[src/include/dbg_regs_pkg.sv]
// package: command codes, bit positions and reset values of the debug registers
// assumes: shared by the register block and its helper modules
package dbg_regs_pkg;
    localparam logic [7:0]  CMD_READ_STATUS   = 8'he4;
    localparam logic [7:0]  CMD_WRITE_CONTROL = 8'hc4;
    localparam logic [7:0]  CMD_READ_MATCH    = 8'he2;
    localparam logic [7:0]  CMD_WRITE_MATCH   = 8'hc2;
    localparam logic [7:0]  CMD_BACKGROUND    = 8'h90;
    localparam int          BIT_PERMIT        = 7;
    localparam int          BIT_ACTIVE        = 6;
    localparam int          BIT_BKPT_EN       = 5;
    localparam int          BIT_FORCE_TAG     = 4;
    localparam int          BIT_CLK_SEL       = 3;
    localparam int          BIT_WAIT_STOP     = 2;
    localparam int          BIT_WS_FAIL       = 1;
    localparam int          BIT_DV_FAIL       = 0;
    localparam logic [7:0]  CONTROL_RESET     = 8'h00;
    localparam logic [15:0] MATCH_RESET       = 16'h0000;
    localparam int          SYNC_STAGES       = 2;
endpackage

[src/verilog/reset_sync.sv]
// file: reset synchroniser, asynchronous assert and two-stage release
// assumes: rst_n_i is active low and may be asynchronous to clk_i
`timescale 1ns/1ps
module reset_sync (
    input  wire logic clk_i,
    input  wire logic rst_n_i,
    output logic      rst_n_o
);
    logic [dbg_regs_pkg::SYNC_STAGES-1:0] sync_q;

    always_ff @(posedge clk_i or negedge rst_n_i) begin
        if (!rst_n_i) begin
            sync_q <= '0;
        end else begin
            sync_q <= {sync_q[dbg_regs_pkg::SYNC_STAGES-2:0], 1'b1};
        end
    end

    assign rst_n_o = sync_q[dbg_regs_pkg::SYNC_STAGES-1];
endmodule // reset_sync

[src/verilog/bkpt_match.sv]
// file: breakpoint comparator with forced and tagged request generation
// assumes: cpu address and fetch strobes are synchronous to clk_i
`timescale 1ns/1ps
module bkpt_match #(
    parameter int ADDR_W = 16
) (
    input  wire logic              clk_i,
    input  wire logic              rst_n_i,
    input  wire logic              enable_i,
    input  wire logic              force_sel_i,
    input  wire logic [ADDR_W-1:0] match_i,
    input  wire logic [ADDR_W-1:0] cpu_addr_i,
    input  wire logic              cpu_access_i,
    input  wire logic              cpu_fetch_i,
    input  wire logic              insn_boundary_i,
    output logic                   force_req_o,
    output logic                   tag_o
);
    logic hit;
    logic pending_q;
    logic pending_d;

    // comparator gated by enable
    assign hit = enable_i && cpu_access_i && (cpu_addr_i == match_i);

    // forced: remember hit until next boundary, any address
    assign pending_d = (pending_q || (hit && force_sel_i)) && !insn_boundary_i;

    always_ff @(posedge clk_i or negedge rst_n_i) begin
        if (!rst_n_i) begin
            pending_q <= 1'b0;
        end else begin
            pending_q <= enable_i && force_sel_i && pending_d;
        end
    end

    assign force_req_o = enable_i && force_sel_i && insn_boundary_i && (pending_q || hit);
    // tagged: mark fetched opcode on match
    assign tag_o = hit && !force_sel_i && cpu_fetch_i;
endmodule // bkpt_match

[src/verilog/debug_status_breakpoint_regs.sv]
// file: status/control and breakpoint match registers of the serial debug controller
// assumes: a serial front end decodes command bytes and data into cmd_* strobes
// Contract
// - two registers: 8-bit status/control and 16-bit breakpoint match address.
// - status/control reached only by read-status and write-control commands.
// - permit bit write refused while active debug mode is in force.
// - active, wait/stop, wait/stop failure and data-valid bits are read-only.
// - clock select bit always writable, resets 0 for alternate clock.
// - host sets permit early; it stays until a normal reset. Here a write-control carrying permit 0 in run mode also clears it.
// - permit 0 blocks active mode; non-intrusive commands still run.
// - active bit reads 1 in active debug mode, 0 while running.
// - breakpoint enable 0 raises no breakpoint, ignores select and match.
// - force select 1: address match forces active mode at next boundary.
// - force select 0: match tags opcode; enter only if it reaches queue end.
// - wait/stop bit reads 1 in wait/stop or entered active from it.
// - background command still pulls processor out of wait or stop.
// - wait/stop failure set when memory command collides with wait/stop.
// - data-valid failure bit unused, reads 0.
// - match register reached only by read/write breakpoint commands.
// - read-status code e4 returns status; write-control code c4 carries control.
// - read-breakpoint code e2 returns match; write-breakpoint code c2 carries it.
// - breakpoint enable is 0 after reset.
`timescale 1ns/1ps
module debug_status_breakpoint_regs #(
    parameter int ADDR_W = 16
) (
    input  wire logic              clk_i,
    input  wire logic              rst_n_i,
    // decoded serial command: code, strobe and data
    input  wire logic              cmd_valid_i,
    input  wire logic [7:0]        cmd_code_i,
    input  wire logic [15:0]       cmd_wdata_i,
    output logic [15:0]            cmd_rdata_o,
    output logic                   cmd_rvalid_o,
    output logic                   cmd_active_only_o,
    // processor side
    input  wire logic [ADDR_W-1:0] cpu_addr_i,
    input  wire logic              cpu_access_i,
    input  wire logic              cpu_fetch_i,
    input  wire logic              insn_boundary_i,
    input  wire logic              tagged_at_queue_end_i,
    input  wire logic              cpu_wait_stop_i,
    input  wire logic              go_cmd_i,
    input  wire logic              mem_cmd_fail_ws_i,
    input  wire logic              mem_cmd_ok_i,
    output logic                   enter_debug_o,
    output logic                   debug_active_flag_o,
    output logic                   tag_o,
    output logic                   wake_from_wait_stop_o,
    output logic                   comm_clock_select_o
);
    typedef enum logic [0:0] {RUN, ACTIVE} mode_type;

    // elaboration check: match register width is fixed
    if (ADDR_W != 16) begin : g_width_check
        $error("match register is 16 bits wide");
    end

    logic               rst_n;
    mode_type           mode_q;
    mode_type           mode_d;
    logic               debug_mode_permit_q;
    logic               breakpoint_enable_q;
    logic               force_tag_select_q;
    logic               comm_clock_select_q;
    logic               wait_stop_status_q;
    logic               wait_stop_failure_q;
    logic [15:0]        breakpoint_match_address_q;
    logic [15:0]        rdata_q;
    logic               rvalid_q;
    logic               rd_status;
    logic               wr_control;
    logic               rd_match;
    logic               wr_match;
    logic               bkgd_cmd;
    logic               force_req;
    logic               bp_entry;
    logic               entry;
    logic               leave;
    logic               permit_d;
    logic               ws_d;
    logic               wsf_d;
    logic [7:0]         status_byte;

    reset_sync u_reset_sync (
        .clk_i   (clk_i),
        .rst_n_i (rst_n_i),
        .rst_n_o (rst_n)
    );

    // command decode
    assign rd_status  = cmd_valid_i && (cmd_code_i == dbg_regs_pkg::CMD_READ_STATUS);
    assign wr_control = cmd_valid_i && (cmd_code_i == dbg_regs_pkg::CMD_WRITE_CONTROL);
    assign rd_match   = cmd_valid_i && (cmd_code_i == dbg_regs_pkg::CMD_READ_MATCH);
    assign wr_match   = cmd_valid_i && (cmd_code_i == dbg_regs_pkg::CMD_WRITE_MATCH);
    assign bkgd_cmd   = cmd_valid_i && (cmd_code_i == dbg_regs_pkg::CMD_BACKGROUND);

    bkpt_match #(
        .ADDR_W (ADDR_W)
    ) u_bkpt_match (
        .clk_i           (clk_i),
        .rst_n_i         (rst_n),
        .enable_i        (breakpoint_enable_q && (mode_q == RUN)),
        .force_sel_i     (force_tag_select_q),
        .match_i         (breakpoint_match_address_q),
        .cpu_addr_i      (cpu_addr_i),
        .cpu_access_i    (cpu_access_i),
        .cpu_fetch_i     (cpu_fetch_i),
        .insn_boundary_i (insn_boundary_i),
        .force_req_o     (force_req),
        .tag_o           (tag_o)
    );

    // tagged entry only when the tagged opcode reaches the queue end
    assign bp_entry = force_req
                   || (breakpoint_enable_q && !force_tag_select_q
                       && tagged_at_queue_end_i);
    // active entry needs the permit bit
    assign entry = debug_mode_permit_q && (mode_q == RUN)
                && (bkgd_cmd || bp_entry);
    assign leave = (mode_q == ACTIVE) && go_cmd_i;

    always_comb begin
        mode_d = mode_q;
        unique case (mode_q)
            RUN: begin
                if (entry) begin
                    mode_d = ACTIVE;
                end
            end
            ACTIVE: begin
                if (leave) begin
                    mode_d = RUN;
                end
            end
        endcase
    end

    // permit write refused while active
    assign permit_d = (wr_control && (mode_q == RUN))
                    ? cmd_wdata_i[dbg_regs_pkg::BIT_PERMIT]
                    : debug_mode_permit_q;

    // wait/stop: live in run, held from entry while active, live again on leave
    assign ws_d = ((mode_q == RUN) || leave) ? cpu_wait_stop_i
                                              : wait_stop_status_q;

    // failure: set wins over clear by a successful memory command
    assign wsf_d = mem_cmd_fail_ws_i
                || (wait_stop_failure_q && !mem_cmd_ok_i);

    always_ff @(posedge clk_i or negedge rst_n) begin
        if (!rst_n) begin
            mode_q              <= RUN;
            debug_mode_permit_q <= dbg_regs_pkg::CONTROL_RESET[dbg_regs_pkg::BIT_PERMIT];
            breakpoint_enable_q <= dbg_regs_pkg::CONTROL_RESET[dbg_regs_pkg::BIT_BKPT_EN];
            force_tag_select_q  <= dbg_regs_pkg::CONTROL_RESET[dbg_regs_pkg::BIT_FORCE_TAG];
            comm_clock_select_q <= dbg_regs_pkg::CONTROL_RESET[dbg_regs_pkg::BIT_CLK_SEL];
            wait_stop_status_q  <= 1'b0;
            wait_stop_failure_q <= 1'b0;
        end else begin
            mode_q              <= mode_d;
            debug_mode_permit_q <= permit_d;
            wait_stop_status_q  <= ws_d;
            wait_stop_failure_q <= wsf_d;
            // writable control bits; status bits never taken from data
            if (wr_control) begin
                breakpoint_enable_q <= cmd_wdata_i[dbg_regs_pkg::BIT_BKPT_EN];
                force_tag_select_q  <= cmd_wdata_i[dbg_regs_pkg::BIT_FORCE_TAG];
                comm_clock_select_q <= cmd_wdata_i[dbg_regs_pkg::BIT_CLK_SEL];
            end
        end
    end

    // match register, serial access only
    always_ff @(posedge clk_i or negedge rst_n) begin
        if (!rst_n) begin
            breakpoint_match_address_q <= dbg_regs_pkg::MATCH_RESET;
        end else if (wr_match) begin
            breakpoint_match_address_q <= cmd_wdata_i;
        end
    end

    // status byte assembly
    always_comb begin
        status_byte = 8'h00;
        status_byte[dbg_regs_pkg::BIT_PERMIT]    = debug_mode_permit_q;
        status_byte[dbg_regs_pkg::BIT_ACTIVE]    = (mode_q == ACTIVE);
        status_byte[dbg_regs_pkg::BIT_BKPT_EN]   = breakpoint_enable_q;
        status_byte[dbg_regs_pkg::BIT_FORCE_TAG] = force_tag_select_q;
        status_byte[dbg_regs_pkg::BIT_CLK_SEL]   = comm_clock_select_q;
        status_byte[dbg_regs_pkg::BIT_WAIT_STOP] = wait_stop_status_q;
        status_byte[dbg_regs_pkg::BIT_WS_FAIL]   = wait_stop_failure_q;
        status_byte[dbg_regs_pkg::BIT_DV_FAIL]   = 1'b0;
    end

    // read data registered, one cycle after the command
    always_ff @(posedge clk_i or negedge rst_n) begin
        if (!rst_n) begin
            rdata_q  <= 16'h0000;
            rvalid_q <= 1'b0;
        end else begin
            rvalid_q <= rd_status || rd_match;
            if (rd_status) begin
                rdata_q <= {8'h00, status_byte};
            end else if (rd_match) begin
                rdata_q <= breakpoint_match_address_q;
            end
        end
    end

    assign cmd_rdata_o           = rdata_q;
    assign cmd_rvalid_o          = rvalid_q;
    assign cmd_active_only_o     = (mode_q == ACTIVE);
    assign enter_debug_o         = entry;
    assign debug_active_flag_o   = (mode_q == ACTIVE);
    assign wake_from_wait_stop_o = entry && bkgd_cmd && cpu_wait_stop_i;
    assign comm_clock_select_o   = comm_clock_select_q;
endmodule // debug_status_breakpoint_regs

[config.mk]
export PLATFORM = sky130hd
export DESIGN_NAME = debug_status_breakpoint_regs
export DESIGN_NICKNAME = d
export VERILOG_FILES = /design/src/include/dbg_regs_pkg.sv /design/src/verilog/reset_sync.sv /design/src/verilog/bkpt_match.sv /design/src/verilog/debug_status_breakpoint_regs.sv
export SDC_FILE = /design/constraint.sdc
export NUM_CORES = 1
export LEC_CHECK = 0
export BUFFER_PORTS_ARGS = -buffer_cell sky130_fd_sc_hd__buf_2
export CAP_MARGIN = 0
export CORE_MARGIN = 2
export CORE_UTILIZATION = 40
export CTS_CLUSTER_DIAMETER = 80
export DETAILED_ROUTE_END_ITERATION = 8
export PLACE_DENSITY = 0.76
export SLEW_MARGIN = 20
export SYNTH_ARGS = -nofsm -noshare
export SYNTH_HDL_FRONTEND = slang
export SYNTH_SLANG_ARGS = --single-unit
[constraint.sdc]
create_clock -name clk_i -period 1.3 [get_ports clk_i]
set_input_delay 0 -clock clk_i [delete_from_list [all_inputs] [get_ports clk_i]]
set_output_delay 0 -clock clk_i [all_outputs]
set_load 0.1 [all_outputs]
==> results.ini <==
[sta]
period_share_pct=155.8
hold_violations=0
drv_slew=0
rsz0062_at_grt=yes
tns_ps=-2563
skew_ps=6.039
setup_viol=5
finalCriticalPeriod_ps=2026
setup_slack_ps=-725.8
max_freq_mhz=493.6

[flow_run]
maxCapViolCount=0

[cts]
root_buffer=clkbuf_8
cts-htree-levels=2
cts_buffer_depth=2
cts_tree=built
clock_latency_ps=310
cts.sinks=43
path_clk_slew_ps=90
cts_inserted_buffers=5

[floorplanning]
initial_core_util_pct=41.77
rows=26
design.portCount=74
dieArea_um2=5970
die_h_um=77.27
coreArea_um2=5140
die_x_um=77.27

[yosys]
ys_ff_latch=43
yosys-top-cells-area=dfrtp_1 50%, mux2_4 7.0%, mux2_2 5.8%, o221ai_1 5.7%, xnor2_1 3.7%
syn_area_per_cell_um2=11.36
synth_edf_count=0
synth_warnings=0
yosys.area.top_type=dfrtp_1
ys_async_sr_fraction_pct=100.0
netlist_area_um2=2147
yosysTopAreaCellShare_pct=50.12
syn_inst=189
ys_seq_area_share_pct=50.12
syn_nets=240
ys.flop_type=dfrtp_1
ys_types=37

[setup_path]
ff2ff_setup_slack_ps=-510
slowest_stage=dfrtp_1
max_stage_delay_ps=430
crit_family=simple AND/OR/NAND/NOR gates
cp.required_ps=1300
rr_endpoint=u_bkpt_match.pending_q
worstPathMaxFanout=3
critPathCaptureType=primary output
start_kind=register
path_buf_inv=2
worstSetupPathType=register to primary output
crit_arrival_ps=2030
r2r-start=breakpoint_match_address_q[3]
rr_worst_depth=8
crit_chain=xnor2_2 > nand4_1 > nor4_2 > nand3b_1 > buf_6 > nor3b_4 > buf_12

[detailed_routing]
wl_per_cell_um=16.06
dr.pass1.iters=4
drc=0
via_per_inst=5.288
vias=2073
drtIter0Drc=129
wl_um=6294
final_antenna_net_count=0

[global_routing]
grt-ovfl-total=0
antenna_found_initial=0
grt_max_degree=26
grt_pass1_wl_um=10090
grt_usage_pct=21.63
first_global_vias=2085

[power]
p_per_area_nw_per_um2=1295
combPwrFrac_pct=39.9
pwr-share-clk_pct=21.7
ir_drop_mv=1.028
p_leak_nw=1.617
power_frac_seq_pct=38.5
switching_share_pct=45.33
p_int_w=0.002383
p_switching_w=0.001976

[final_layout]
fin_nets=372
synthToLayoutAreaGrowth_pct=56.76
post-route-cell-area_um2=3366
num_antenna_cells=0
final_util_pct=65.48
final_cells=392
drive_above_1_share_pct=53.42

[placed_design]
place_congestion=0.8746
dpl-instance-area_um2=2964
numPortBuffers=73
dp.cells=357
dp.final_hpwl_um=4393

[hold_path]
whs_endpoint=cmd_active_only_o
hold_path_depth=3
hp-class=primary input to register
hold_start=go_cmd_i

[run_status]
violations=setup timing
outcome=complete, but fails checks

## worst max path at each step
stage / from / to / slack (ps) / cells past startpoint
after floorplan: cmd_active_only_o / tag_o / -800 / 5
after global placement: breakpoint_match_address_q[10] / tag_o / -330 / 7
after detailed placement: breakpoint_match_address_q[10] / tag_o / -400 / 7
after CTS: breakpoint_match_address_q[11] / tag_o / -710 / 7
after global routing: cmd_active_only_o / tag_o / -810 / 7
final: breakpoint_match_address_q[3] / tag_o / -730 / 7
## tightest hold or removal path, cell delays in order
cell	delay, ps
buf_2	70
nand2b_1	130
o211ai_1	100
## logic make-up (layout without fill, tap and decap cells)
family	Yosys count	count (layout)	synth area share, %
and+or+nand+nor	44	44	11.42
other	1	1	0.1747
muxes	21	21	12.76
buffers and inverters	16	149	3.613
AOI/OAI and AO/OA	48	48	15.39
xor gates and xnor gates	16	16	6.527
DFF	43	43	50.12
## stage by stage
step                      power (W)  hold WS (ps)  setup WS [ps]
after floorplan            0.002985        -295.6         -795.9
final                      0.004358         22.24         -725.8
after global routing       0.004532         55.82         -812.5
after global placement     0.003340        -211.9         -332.7
after detailed placement   0.003370        -210.6         -401.6
after CTS                  0.004342         21.28         -714.0
## sequential cells by signal, summed over array words and instances, names as in the netlist
name,cells
u_reset_sync.sync_q,2
cmd_active_only_o,1
debug_mode_permit_q,1
comm_clock_select_o,1
wait_stop_status_q,1
wait_stop_failure_q,1
cmd_rdata_o,16
force_tag_select_q,1
cmd_rvalid_o,1
u_bkpt_match.pending_q,1
breakpoint_enable_q,1
breakpoint_match_address_q,16
## power by group through the flow
| stage | registers [W] | logic, W | clock network [W] |
|---|---|---|---|
| after floorplan | 0.00271 | 0.000275 | 0 |
| after CTS | 0.00167 | 0.00172 | 0.000947 |
| after detailed placement | 0.00170 | 0.00167 | 0 |
| after global placement | 0.00169 | 0.00165 | 0 |
| final | 0.00168 | 0.00174 | 0.000944 |
| after global routing | 0.00170 | 0.00181 | 0.00102 |
## cell type report
class                      count  area, µm²
fill                         420       1774
clock buffer                   6      82.58
inverter                       8      30.03
sequential                    43       1102
clock inverter                 2      16.27
multi-input combinational    130       1069
tap                           70      87.58
timing repair buffer         133      978.4
## cells in the mapped netlist (3+ instances only)
master / number
xor2_1: 7
nor4_1: 3
inv_1: 6
clkbuf_1: 3
o21ai_0: 12
dfrtp_1: 43
a22oi_1: 9
mux2_4: 10
nand2_1: 12
a21oi_1: 8
xnor2_1: 9
mux2_2: 11
o221ai_1: 14
nor2_1: 11
nand4_1: 4
## cells in the final DEF, fill, tap and decap left out, types with 4 or more instances in the layout
cell type and count:
mux2_4 10, a22oi_1 9, clkbuf_8 6, mux2_2 11, buf_4 34, nand4_1 4
o221ai_1 14, inv_1 6, buf_2 68, o21ai_0 9, xnor2_1 7, dfrtp_1 24
dfrtp_2 18, nand2_1 12, dlygate4sd3_1 22, xor2_1 7, a21oi_1 8, buf_12 7
nor2_1 11
## metal layers
metal | track usage (%) | vias to the layer above | wire, µm
met3 | 4.824 | 10 | 372
met5 | 0 | - | 0
met1 | 27.35 | 1016 | 2685
met4 | 6.786 | 0 | 104
li1 | - | 957 | -
met2 | 36.78 | 90 | 3131
## timing repair
action	4_1_cts	5_1_grt
pin swaps	5	6
hold endpoints to repair	25	0
setup buffers	1	5
hold buffers	22	0
gates resized for setup	4	6
endpoints found under the setup margin	5	5
Note: power is estimated with default switching activity, not from simulation.
